## src/include/tlia_pkg.sv

```systemverilog
// Package for the two-level interrupt arbiter: source order, vectors, register layouts
`default_nettype none

package tlia_pkg;

  // ********************************************************************
  // Source indices in polling order, first to last
  // ********************************************************************
  localparam int TLIA_NSRC     = 11;
  localparam int SRC_SUPPLY    = 0;   // Supply monitor
  localparam int SRC_WATCHDOG  = 1;   // Watchdog timeout
  localparam int SRC_EXT0      = 2;   // External 0
  localparam int SRC_ADC       = 3;   // Converter ready
  localparam int SRC_TIMER0    = 4;   // Timer 0
  localparam int SRC_EXT1      = 5;   // External 1
  localparam int SRC_TIMER1    = 6;   // Timer 1
  localparam int SRC_SERIF     = 7;   // Two-wire / SPI
  localparam int SRC_UART      = 8;   // Serial port
  localparam int SRC_TIMER2    = 9;   // Timer 2
  localparam int SRC_INTERVAL  = 10;  // Interval counter

  // ********************************************************************
  // Enable and priority register layouts
  // ********************************************************************
  localparam int GLOBAL_EN_BIT = 7;   // Global enable in the enable byte
  localparam logic [7:0] ENABLE_RESET   = 8'h00;
  localparam logic [7:0] PRIORITY_RESET = 8'h00;
  localparam logic [7:0] EXTRA_RESET    = 8'h00;
  // Enable byte bits 0..6: ext0, timer0, ext1, timer1, uart, timer2, adc
  // Extra byte bits 0..2 enable serif, supply, interval; bits 4..6 their priorities

  // ********************************************************************
  // Vector addresses
  // ********************************************************************
  localparam logic [15:0] VEC_EXT0     = 16'h0003;
  localparam logic [15:0] VEC_TIMER0   = 16'h000B;
  localparam logic [15:0] VEC_EXT1     = 16'h0013;
  localparam logic [15:0] VEC_TIMER1   = 16'h001B;
  localparam logic [15:0] VEC_UART     = 16'h0023;
  localparam logic [15:0] VEC_TIMER2   = 16'h002B;
  localparam logic [15:0] VEC_ADC      = 16'h0033;
  localparam logic [15:0] VEC_SERIF    = 16'h003B;
  localparam logic [15:0] VEC_SUPPLY   = 16'h0043;
  localparam logic [15:0] VEC_INTERVAL = 16'h0053;
  localparam logic [15:0] VEC_WATCHDOG = 16'h005B;

  // Raw peripheral flags that feed the arbiter
  typedef struct packed {
    logic supply_monitor_flag;
    logic watchdog_timeout_flag;
    logic external0_request_flag;
    logic [1:0] converter_ready_flags;
    logic timer0_overflow;
    logic external1_request_flag;
    logic timer1_overflow;
    logic two_wire_flag;
    logic spi_flag;
    logic uart_receive_done;
    logic uart_transmit_done;
    logic timer2_overflow;
    logic timer2_external_flag;
    logic interval_counter_flag;
  } tlia_flags_type;

  // Request issued to the core
  typedef struct packed {
    logic        valid;      // Request outstanding
    logic        high;       // Level granted
    logic [3:0]  source;     // Winning source index
    logic [15:0] vector;     // Vector address
  } tlia_req_type;

endpackage : tlia_pkg

`default_nettype wire

```

## src/hw/tlia_picker.sv

```systemverilog
// Fixed-order first-one picker for one priority level
`timescale 1ns/1ps
`default_nettype none

module tlia_picker #(
  parameter int N = 11
) (
  // Candidate requests, bit 0 polled first
  input  wire logic [N-1:0] cand,
  // Result
  output logic              found,
  output logic [3:0]        index
);

  // Index is four bits wide, so more than sixteen candidates cannot be served
  if (N < 1 || N > 16) begin : g_bad_n
    $error("tlia_picker: N out of range");
  end

  // ********************************************************************
  // Priority scan, lowest index wins
  // ********************************************************************
  always_comb begin
    found = 1'b0;
    index = 4'h0;
    for (int i = N - 1; i >= 0; i--) begin
      if (cand[i]) begin
        found = 1'b1;
        index = 4'(i);
      end
    end
  end

endmodule : tlia_picker

`default_nettype wire

```

## src/hw/tlia_arbiter.sv

```systemverilog
// Two-level interrupt arbiter: masking, priority levels, polling order, nesting, vectors
`timescale 1ns/1ps
`default_nettype none

module tlia_arbiter
  import tlia_pkg::*;
#(
  parameter int TIMEOUT_W = 4
) (
  // Clock and reset
  input  wire logic                 CLK_SYS,
  input  wire logic                 RST_N,
  // Peripheral flags, same clock domain
  input  wire tlia_pkg::tlia_flags_type FLAGS,
  // Configuration bits written by software
  input  wire logic [7:0]           ENABLE_WR_DATA,
  input  wire logic                 ENABLE_WR,
  input  wire logic [7:0]           PRIORITY_WR_DATA,
  input  wire logic                 PRIORITY_WR,
  input  wire logic [7:0]           EXTRA_WR_DATA,
  input  wire logic                 EXTRA_WR,
  input  wire logic                 WATCHDOG_IRQ_SELECT,
  input  wire logic [TIMEOUT_W-1:0] WATCHDOG_TIMEOUT,
  // Core handshake
  input  wire logic                 CORE_ACCEPT,
  input  wire logic                 CORE_RETURN,
  // Request to the core
  output tlia_pkg::tlia_req_type    REQ,
  output logic                      PUSH_PC,
  output logic                      LOAD_PC,
  output logic [15:0]               LOAD_VECTOR,
  // Status
  output logic [7:0]                ENABLE_REG,
  output logic [7:0]                PRIORITY_REG,
  output logic [7:0]                EXTRA_REG,
  output logic [1:0]                IN_SERVICE
);

  // Refuse timeout widths the zero compare is not meant to serve
  if (TIMEOUT_W < 1 || TIMEOUT_W > 16) begin : g_bad_timeout_w
    $error("tlia_arbiter: TIMEOUT_W out of range");
  end

  // ********************************************************************
  // Sequencer states, gray along idle -> push -> load
  // ********************************************************************
  typedef enum logic [1:0] {
    ST_IDLE = 2'b00,
    ST_PUSH = 2'b01,
    ST_LOAD = 2'b11
  } tlia_state_type;

  tlia_state_type state;                // Entry sequence state
  tlia_state_type next_state;
  logic [7:0]     enable_r;             // Enable byte
  logic [7:0]     priority_r;           // Priority byte
  logic [7:0]     extra_r;              // Secondary enable and priority
  logic [1:0]     in_service;           // Bit 1 high level, bit 0 low level
  logic [1:0]     next_in_service;
  logic [15:0]    vector_r;             // Latched vector of the taken request
  logic           level_r;              // Latched level of the taken request

  // ********************************************************************
  // Source requests
  // ********************************************************************
  wire logic [TLIA_NSRC-1:0] raw;       // One request per source
  wire logic [TLIA_NSRC-1:0] en;        // Individual enables
  wire logic [TLIA_NSRC-1:0] hi;        // Priority bits
  wire logic                 wd_armed;  // Watchdog may interrupt
  wire logic                 gie;       // Global enable

  assign wd_armed = WATCHDOG_IRQ_SELECT && (WATCHDOG_TIMEOUT != '0);
  assign gie      = enable_r[GLOBAL_EN_BIT];

  // Combined flags share one request line
  assign raw[SRC_SUPPLY]   = FLAGS.supply_monitor_flag;
  assign raw[SRC_WATCHDOG] = FLAGS.watchdog_timeout_flag && wd_armed;
  assign raw[SRC_EXT0]     = FLAGS.external0_request_flag;
  assign raw[SRC_ADC]      = |FLAGS.converter_ready_flags;
  assign raw[SRC_TIMER0]   = FLAGS.timer0_overflow;
  assign raw[SRC_EXT1]     = FLAGS.external1_request_flag;
  assign raw[SRC_TIMER1]   = FLAGS.timer1_overflow;
  assign raw[SRC_SERIF]    = FLAGS.two_wire_flag | FLAGS.spi_flag;
  assign raw[SRC_UART]     = FLAGS.uart_receive_done | FLAGS.uart_transmit_done;
  assign raw[SRC_TIMER2]   = FLAGS.timer2_overflow | FLAGS.timer2_external_flag;
  assign raw[SRC_INTERVAL] = FLAGS.interval_counter_flag;

  // Enables: global gates all but the watchdog
  assign en[SRC_SUPPLY]    = gie && extra_r[1];
  assign en[SRC_WATCHDOG]  = 1'b1;
  assign en[SRC_EXT0]      = gie && enable_r[0];
  assign en[SRC_ADC]       = gie && enable_r[6];
  assign en[SRC_TIMER0]    = gie && enable_r[1];
  assign en[SRC_EXT1]      = gie && enable_r[2];
  assign en[SRC_TIMER1]    = gie && enable_r[3];
  assign en[SRC_SERIF]     = gie && extra_r[0];
  assign en[SRC_UART]      = gie && enable_r[4];
  assign en[SRC_TIMER2]    = gie && enable_r[5];
  assign en[SRC_INTERVAL]  = gie && extra_r[2];

  // Priority: 1 selects high, watchdog is forced high
  assign hi[SRC_SUPPLY]    = extra_r[5];
  assign hi[SRC_WATCHDOG]  = 1'b1;
  assign hi[SRC_EXT0]      = priority_r[0];
  assign hi[SRC_ADC]       = priority_r[6];
  assign hi[SRC_TIMER0]    = priority_r[1];
  assign hi[SRC_EXT1]      = priority_r[2];
  assign hi[SRC_TIMER1]    = priority_r[3];
  assign hi[SRC_SERIF]     = extra_r[4];
  assign hi[SRC_UART]      = priority_r[4];
  assign hi[SRC_TIMER2]    = priority_r[5];
  assign hi[SRC_INTERVAL]  = extra_r[6];

  // ********************************************************************
  // Arbitration per level
  // ********************************************************************
  wire logic [TLIA_NSRC-1:0] cand_hi = raw & en & hi;
  wire logic [TLIA_NSRC-1:0] cand_lo = raw & en & ~hi;
  wire logic                 found_hi;
  wire logic                 found_lo;
  wire logic [3:0]           idx_hi;
  wire logic [3:0]           idx_lo;

  // Fixed polling order, lowest index first
  tlia_picker #(.N(TLIA_NSRC)) u_pick_hi (.cand(cand_hi), .found(found_hi), .index(idx_hi));
  tlia_picker #(.N(TLIA_NSRC)) u_pick_lo (.cand(cand_lo), .found(found_lo), .index(idx_lo));

  // High may run unless a high routine is active; low only when idle
  wire logic grant_hi = found_hi && !in_service[1];
  wire logic grant_lo = found_lo && (in_service == 2'b00);
  wire logic win_hi   = grant_hi;
  wire logic any_win  = (grant_hi || grant_lo) && (state == ST_IDLE);
  wire logic [3:0] win_idx = win_hi ? idx_hi : idx_lo;

  // Vector table lookup
  function automatic logic [15:0] vec_of(input logic [3:0] s);
    unique case (s)
      4'(SRC_SUPPLY):   vec_of = VEC_SUPPLY;
      4'(SRC_WATCHDOG): vec_of = VEC_WATCHDOG;
      4'(SRC_EXT0):     vec_of = VEC_EXT0;
      4'(SRC_ADC):      vec_of = VEC_ADC;
      4'(SRC_TIMER0):   vec_of = VEC_TIMER0;
      4'(SRC_EXT1):     vec_of = VEC_EXT1;
      4'(SRC_TIMER1):   vec_of = VEC_TIMER1;
      4'(SRC_SERIF):    vec_of = VEC_SERIF;
      4'(SRC_UART):     vec_of = VEC_UART;
      4'(SRC_TIMER2):   vec_of = VEC_TIMER2;
      4'(SRC_INTERVAL): vec_of = VEC_INTERVAL;
      default:          vec_of = 16'h0000;      // Unused indices
    endcase
  endfunction : vec_of

  wire logic [15:0] win_vec = vec_of(win_idx);

  // ********************************************************************
  // Entry sequencer: request, push, load
  // ********************************************************************
  always_comb begin
    next_state = state;
    unique case (state)
      ST_IDLE: if (any_win && CORE_ACCEPT) next_state = ST_PUSH;
      ST_PUSH: next_state = ST_LOAD;
      ST_LOAD: next_state = ST_IDLE;
      default: next_state = ST_IDLE;      // Illegal code recovers
    endcase
  end

  // In-service: set on accept, clear highest active on return
  always_comb begin
    next_in_service = in_service;
    if (CORE_RETURN) begin
      if (in_service[1]) next_in_service[1] = 1'b0;
      else next_in_service[0] = 1'b0;
    end
    if (state == ST_IDLE && any_win && CORE_ACCEPT) begin
      next_in_service[win_hi ? 1 : 0] = 1'b1;
    end
  end

  // ********************************************************************
  // Registers
  // ********************************************************************
  // Software-written configuration, zero after reset
  always_ff @(posedge CLK_SYS or negedge RST_N) begin
    if (!RST_N) begin
      enable_r   <= ENABLE_RESET;
      priority_r <= PRIORITY_RESET;
      extra_r    <= EXTRA_RESET;
    end else begin
      if (ENABLE_WR) enable_r <= ENABLE_WR_DATA;
      if (PRIORITY_WR) priority_r <= PRIORITY_WR_DATA & 8'h7F;
      if (EXTRA_WR) extra_r <= EXTRA_WR_DATA & 8'h77;
    end
  end

  // Sequencer and latched vector
  always_ff @(posedge CLK_SYS or negedge RST_N) begin
    if (!RST_N) begin
      state      <= ST_IDLE;
      in_service <= 2'b00;
      vector_r   <= 16'h0000;
      level_r    <= 1'b0;
    end else begin
      state      <= next_state;
      in_service <= next_in_service;
      if (state == ST_IDLE && any_win && CORE_ACCEPT) begin
        vector_r <= win_vec;
        level_r  <= win_hi;
      end
    end
  end

  // ********************************************************************
  // Outputs
  // ********************************************************************
  assign REQ.valid    = any_win;
  assign REQ.high     = win_hi;
  assign REQ.source   = any_win ? win_idx : 4'h0;
  assign REQ.vector   = any_win ? win_vec : 16'h0000;
  assign PUSH_PC      = (state == ST_PUSH);
  assign LOAD_PC      = (state == ST_LOAD);
  assign LOAD_VECTOR  = vector_r;
  assign ENABLE_REG   = enable_r;
  assign PRIORITY_REG = priority_r;
  assign EXTRA_REG    = extra_r;
  assign IN_SERVICE   = in_service;
endmodule : tlia_arbiter

`default_nettype wire

```

## config.mk

```make
export PLATFORM = sky130hd
export DESIGN_NAME = tlia_arbiter
export DESIGN_NICKNAME = d
export VERILOG_FILES = /design/src/include/tlia_pkg.sv /design/src/hw/tlia_picker.sv /design/src/hw/tlia_arbiter.sv
export SDC_FILE = /design/constraint.sdc
export NUM_CORES = 1
export LEC_CHECK = 0
export BUFFER_PORTS_ARGS = -buffer_cell sky130_fd_sc_hd__buf_2
export CORE_MARGIN = 3
export CORE_UTILIZATION = 48
export CTS_CLUSTER_DIAMETER = 100
export DETAILED_ROUTE_END_ITERATION = 6
export GPL_TIMING_DRIVEN = 0
export PLACE_DENSITY = 0.95
export SYNTH_ARGS = -nofsm -noshare
export SYNTH_HDL_FRONTEND = slang
export SYNTH_SLANG_ARGS = --single-unit
```

## constraint.sdc

```tcl
create_clock -name CLK_SYS -period 5.18 [get_ports CLK_SYS]
set_clock_uncertainty 0.15 [all_clocks]
set_input_delay 0.518 -clock CLK_SYS [delete_from_list [all_inputs] [get_ports CLK_SYS]]
set_output_delay 0.518 -clock CLK_SYS [all_outputs]
set_load 0.02 [all_outputs]
```

==> results.json, run 1 <==
{
  "outcome": "finished, final reports clean",
  "drive_above_1_share_pct": 53.1,
  "setup_viol": 0,
  "postPlaceCellArea_sq_um": 2620,
  "async_flop_share_pct": 100,
  "cpMostUsedCell": "buf_6",
  "cts_resized": 0,
  "areaGrowthSynthToFinish_pct": 32.9,
  "remaining_drc_errors": 0,
  "crit_path_cell_trace": "buf_6, buf_6, o2111a_1, o311ai_0, a31oi_1, or3_2, nand2_2, mux2_4, nor2_1, buf_2",
  "avgSynthCellArea_sq_um": 10.5,
  "hold_viol": 0,
  "antenna_found_initial": 0,
  "required_ps": 4510,
  "p_int_uw": 614,
  "r2r_cells": 9,
  "insertion_delay_ps": 280,
  "antenna_cells": 0,
  "std_cell_rows": 23,
  "vias_per_cell": 5.20,
  "fin_util_pct": 66.9,
  "switchingPower_uw": 461,
  "grt_pass1_vias": 1839,
  "max_freq_mhz": 291,
  "die_width_um": 71.2,
  "vias": 1876,
  "crit_path_end_kind": "primary output",
  "cpLargestDelayFamily": "simple AND/OR/NAND/NOR gates",
  "post_cts_buffers": 0,
  "cts_inserted_buffers": 5,
  "cap_violations": 0,
  "cts.sinks": 30,
  "cp.buffers_inverters": 3,
  "final_cell_area_sq_um": 2710,
  "max_stage_delay_ps": 480,
  "place.gp.congestion": 0.889,
  "min_path_type": "input port to asynchronous set/reset pin",
  "arrival_ps": 2760,
  "firstDrtPassIters": 4,
  "cp_max_fo": 10,
  "synth_edf_count": 0,
  "p_comb_share_pct": 52.3,
  "worst_pin_slew_ps": 665,
  "crit_slowest_cell": "or3_2",
  "synth-main-ff-cell": "dfrtp_1",
  "synthCells": 194,
  "io_buffers": 87,
  "ant_nets": 0,
  "root_buffer": "clkbuf_8",
  "setup_tns_ps": 0,
  "cts_tree": "done",
  "h-tree-depth": 2,
  "synth-seq-area-share_pct": 36.8,
  "r2r_slack_ps": 2630,
  "start_util_pct": 50.3,
  "grtUsageTotal_pct": 21.2,
  "p_leak_nw": 1.37,
  "nets": 361,
  "yosysWarnings": 0,
  "hold_buffers": 0,
  "r2r_start": "ENABLE_REG[7]",
  "gr-total-overflow": 0,
  "p_per_area_nw_per_um2": 396,
  "cts.path.max_buffers": 2,
  "grt_max_degree": 31,
  "wl_mm": 5.29,
  "drtIter0Drc": 69,
  "whs_ps": 113,
  "multi_input_area_sq_um": 1080,
  "synth_cell_types": 55,
  "slew_viol_final": 0,
  "path_class": "flop to primary output",
  "finalCritPeriodShare_pct": 66.3,
  "grt_pass1_wl_mm": 8.55,
  "p_seq_share_pct": 29.9,
  "synth_seq_cells": 30,
  "p_clk_share_pct": 17.9,
  "fp.coreArea_sq_um": 4060,
  "clk_pin_slew_ps": 60,
  "relSlewSlack_pct": 55.7,
  "worstReg2RegEnd": "LOAD_VECTOR[5]",
  "ios": 117,
  "min_period_ps": 3430,
  "ir_drop_mv": 0.226,
  "design.die.area_sq_um": 5070,
  "rsz0062_at_grt": "no",
  "wire_per_inst_um": 14.7,
  "die_h_um": 71.2,
  "fillers": 357,
  "place_hpwl_mm": 4.37,
  "cp-start-kind": "flop",
  "switching_share_pct": 42.9,
  "regArea_sq_um": 751,
  "syn_area_sq_um": 2040
}
==> placed cells by master, fill, tap and decap left out, drive strengths merged, types with 2 or more instances in the layout <==
master   count
a21oi        4
a31oi        3
and4         2
buf        119
clkbuf      10
conb        23
dfrtp       30
inv          7
mux2        22
nand2        9
nand2b       2
nand3        4
nand4        6
nand4b       6
nor2        14
nor3         2
o2111a       2
o2111ai      4
o211ai       5
o21a         3
o21ai        8
o221ai       2
o311ai       2
o31ai        2
o41ai        2
==> how the worst max path moves through the flow <==
stage                       start      to  depth (start not counted)
floorplan                FLAGS[5]  REQ[3]                          7
global placement         FLAGS[5]  REQ[5]                          9
detailed placement       FLAGS[5]  REQ[5]                          9
CTS                 ENABLE_REG[7]  REQ[5]                         10
global route        ENABLE_REG[7]  REQ[5]                          9
finish              ENABLE_REG[7]  REQ[5]                         10
==> metrics by stage <==
step	power (mW)	cells	worst slack (ps)
after floorplan	0.725	216	2090
after global placement	0.872	353	1880
after detailed placement	0.888	353	1830
after CTS	1.08	361	1750
after global routing	1.15	361	1560
final	1.08	361	1750
==> layout make-up <==
class | instances | share of cell area [%]
buffer | 35 | 9.68
clock buffer | 7 | 3.18
clock inverter | 1 | 0.184
inverter | 7 | 0.968
multi-input combinational | 144 | 40.0
sequential | 30 | 27.7
tap | 50 | 2.31
timing repair buffer | 87 | 16.0
==> registers in the layout, indices dropped and copies added (netlist names) <==
name and flops:
LOAD_VECTOR 5, EXTRA_REG 6, state 2, PRIORITY_REG 7, IN_SERVICE 2, ENABLE_REG 8
==> cells by family (layout without fill, tap and decap cells) <==
logic type                Yosys count  after routing  share of synthesized area [%]
muxes                              22             22                           12.3
buffers and inverters              42            137                           14.2
other                               1             23                          0.184
AOI/OAI and AO/OA                  46             46                           19.5
DFF                                30             30                           36.8
and+or+nand+nor                    52             52                           16.6
xor gates and xnor gates            1              1                          0.429
==> synth_stat cells, drive strengths merged, types with 3 or more instances <==
| library cell | instances | area (sq um) |
|---|---|---|
| o21ai | 8 | 43.8 |
| mux2 | 22 | 251 |
| o211ai | 5 | 37.5 |
| a31oi | 3 | 18.8 |
| a21oi | 4 | 20.0 |
| clkbuf | 3 | 11.3 |
| nand4 | 6 | 58.8 |
| o21a | 3 | 22.5 |
| dfrtp | 30 | 751 |
| nor2 | 14 | 52.6 |
| o2111ai | 4 | 47.6 |
| buf | 32 | 251 |
| inv | 7 | 26.3 |
| nand3 | 4 | 30.0 |
| nand2 | 9 | 38.8 |
| nand4b | 6 | 52.6 |
==> power by group through the flow <==
| stage | logic [mW] | clock network [mW] | registers [mW] |
|---|---|---|---|
| 2_1_floorplan | 0.363 | 0 | 0.362 |
| 6_report | 0.562 | 0.192 | 0.321 |
| 3_5_place_dp | 0.564 | 0 | 0.325 |
| 5_1_grt | 0.609 | 0.211 | 0.329 |
| 3_3_place_gp | 0.551 | 0 | 0.321 |
| 4_1_cts | 0.565 | 0.196 | 0.320 |
==> layer usage <==
layer	GRT usage [%]	part of all wire, %
met1	24.1	37
met2	37.3	51
met3	6.45	10
met4	7.72	0.87
met5	0	0
(Power assumes the default switching activity.)
==> run 2: changes to the inputs <==
--- a/config.mk
+++ b/config.mk
@@ -7,11 +7,11 @@
 export LEC_CHECK = 0
 export BUFFER_PORTS_ARGS = -buffer_cell sky130_fd_sc_hd__buf_2
 export CORE_MARGIN = 3
-export CORE_UTILIZATION = 48
+export CORE_UTILIZATION = 40
 export CTS_CLUSTER_DIAMETER = 100
 export DETAILED_ROUTE_END_ITERATION = 6
 export GPL_TIMING_DRIVEN = 0
-export PLACE_DENSITY = 0.95
+export PLACE_DENSITY = 0.86
 export SYNTH_ARGS = -nofsm -noshare
 export SYNTH_HDL_FRONTEND = slang
 export SYNTH_SLANG_ARGS = --single-unit
==> constraint.sdc (replaced) <==
create_clock -name CLK_SYS -period 2.99 [get_ports CLK_SYS]
set_clock_uncertainty 0.15 [all_clocks]
set_input_delay 0.299 -clock CLK_SYS [delete_from_list [all_inputs] [get_ports CLK_SYS]]
set_output_delay 0.299 -clock CLK_SYS [all_outputs]
set_load 0.02 [all_outputs]
==> run 2 against run 1 <==
Against the previous run: the flow now finishes with violations (setup timing); clock-buffer cell count stayed put; critical path depth is 2 higher; setup slack worse by 1900 ps.
==> results.json, run 2 (same netlist as run 1, synthesis figures left out) <==
{
  "place.gp.congestion": 0.917,
  "cts_tree": "done",
  "largest_reg_flops": 8,
  "ir_drop_mv": 0.442,
  "violations": "setup timing",
  "cp-start-kind": "flop",
  "max_stage_delay_ps": 360,
  "fp.coreArea_sq_um": 4820,
  "antenna_found_initial": 0,
  "place_hpwl_mm": 4.34,
  "crit_path_end_kind": "primary output",
  "grt_use_met3_pct": 5.10,
  "slew_viol_final": 0,
  "setup_viol": 6,
  "finalCritPeriodShare_pct": 105,
  "gr-usage-met2_pct": 30.7,
  "p_leak_nw": 1.53,
  "max_freq_mhz": 318,
  "vias": 2119,
  "hold_viol": 0,
  "grt_pass1_vias": 1953,
  "wire_per_inst_um": 16.0,
  "grt_use_met1_pct": 22.6,
  "gr-total-overflow": 0,
  "std_cell_rows": 25,
  "min_path_type": "input port to flop",
  "drive_above_1_share_pct": 61.3,
  "ant_nets": 0,
  "final_cell_mix": "79 x buf_2, 55 x buf_4, 30 x dfrtp_1, 23 x conb_1, 21 x mux2_2",
  "rsz0062_at_grt": "yes",
  "areaGrowthSynthToFinish_pct": 52.5,
  "grt_pass1_wl_mm": 9.11,
  "firstDrtPassIters": 5,
  "cts.path.max_buffers": 2,
  "ios": 117,
  "remaining_drc_errors": 0,
  "die_h_um": 77.5,
  "grt-busiest-layer": "met2",
  "min_period_ps": 3150,
  "vias_per_cell": 5.26,
  "setup_tns_ps": -666,
  "setup_ws_ps": -157,
  "h-tree-depth": 2,
  "pre_cts_ws_ps": 72.7,
  "p_per_area_nw_per_um2": 721,
  "crit_slowest_cell": "dfrtp_1",
  "antenna_cells": 0,
  "nets": 386,
  "relSlewSlack_pct": 54.9,
  "clk_pin_slew_ps": 70,
  "cap_violations": 0,
  "crit_path_cell_trace": "buf_6, buf_8, buf_6, o211ai_1, o221ai_1, a21oi_1, o311ai_2, buf_4, nand3_4, xnor2_2, nor2_1, buf_4",
  "arrival_ps": 2700,
  "path_class": "flop to primary output",
  "cp_max_fo": 8,
  "wl_mm": 6.45,
  "outcome": "finished with violations",
  "final_common_cell": "buf_2",
  "grt_max_degree": 31,
  "cts.sinks": 30,
  "worst_pin_slew_ps": 676,
  "required_ps": 2540,
  "die_width_um": 77.5,
  "drtIter0Drc": 159,
  "start_util_pct": 42.4,
  "insertion_delay_ps": 280,
  "cts_inserted_buffers": 5,
  "grtUsageTotal_pct": 18.6,
  "design.die.area_sq_um": 6000,
  "root_buffer": "clkbuf_8",
  "io_buffers": 87
}
run 2: worst paths after layout:
path / start / endpoint / slack [ps] / depth (start not counted)
worst max-delay path: ENABLE_REG[7] / REQ[6] / -160 / 12
max in group asynchronous: RST_N / PRIORITY_REG[2] / 1790 / 2
worst min-delay path: CORE_RETURN / IN_SERVICE[1] / 70 / 2
worst max register to register: ENABLE_REG[7] / LOAD_VECTOR[3] / 250 / 14
worst min register to register: state[1] / state[1] / 320 / 1
min in group asynchronous: RST_N / LOAD_VECTOR[4] / 460 / 2
run 2: routing by layer:
layer  part of all wire (%)  wire length (um)  up-vias
met5                      0                 0        -
met4                    3.4               220        0
met3                    8.9               577       31
met2                     48              3120      157
met1                     39              2540      965
li1                       -                 -      966
run 2: layout make-up:
cell class	instances	area [sq um]
fill	389	1700
multi-input combinational	144	1210
sequential	30	751
timing repair buffer	112	678
buffer	35	270
clock buffer	7	86.3
tap	67	83.8
inverter	7	28.8
clock inverter	1	5.00
run 2: power breakdown:
| part | total [mW] | switching [mW] | internal (mW) |
|---|---|---|---|
| logic | 1.35 | 0.710 | 0.639 |
| clock network | 0.334 | 0.148 | 0.185 |
| registers | 0.561 | 0.0786 | 0.483 |
| total | 2.24 | 0.937 | 1.31 |
run 2: repair_timing:
item,4_1_cts,5_1_grt
cloned,1,2
pin swaps,12,14
resized for setup,16,26
hold buffers,1,0
endpoints found under the hold margin,30,0
endpoints found under the setup margin,4,11
buffers inserted,12,10
run 2: stage by stage:
step                utilization, %  instances  hold WS, ps  area [sq um]  power, mW
global placement              54.9        370          214          2640       1.52
detailed placement            54.9        370          227          2640       1.54
CTS                           60.5        392         67.8          2920       2.00
finish                        64.6        403         74.9          3110       2.24
global route                  64.6        403         89.6          3110       2.36
floorplan                        -        216         -147          2120       1.26
run 2: critical path: cells and delay by family (launching register included):
| family | cells | cell delay (ps) |
|---|---|---|
| AOI/OAI and AO/OA | 4 | 910 |
| buffers and inverters | 5 | 750 |
| DFF | 1 | 360 |
| and+or+nand+nor | 2 | 230 |
| xor gates and xnor gates | 1 | 160 |
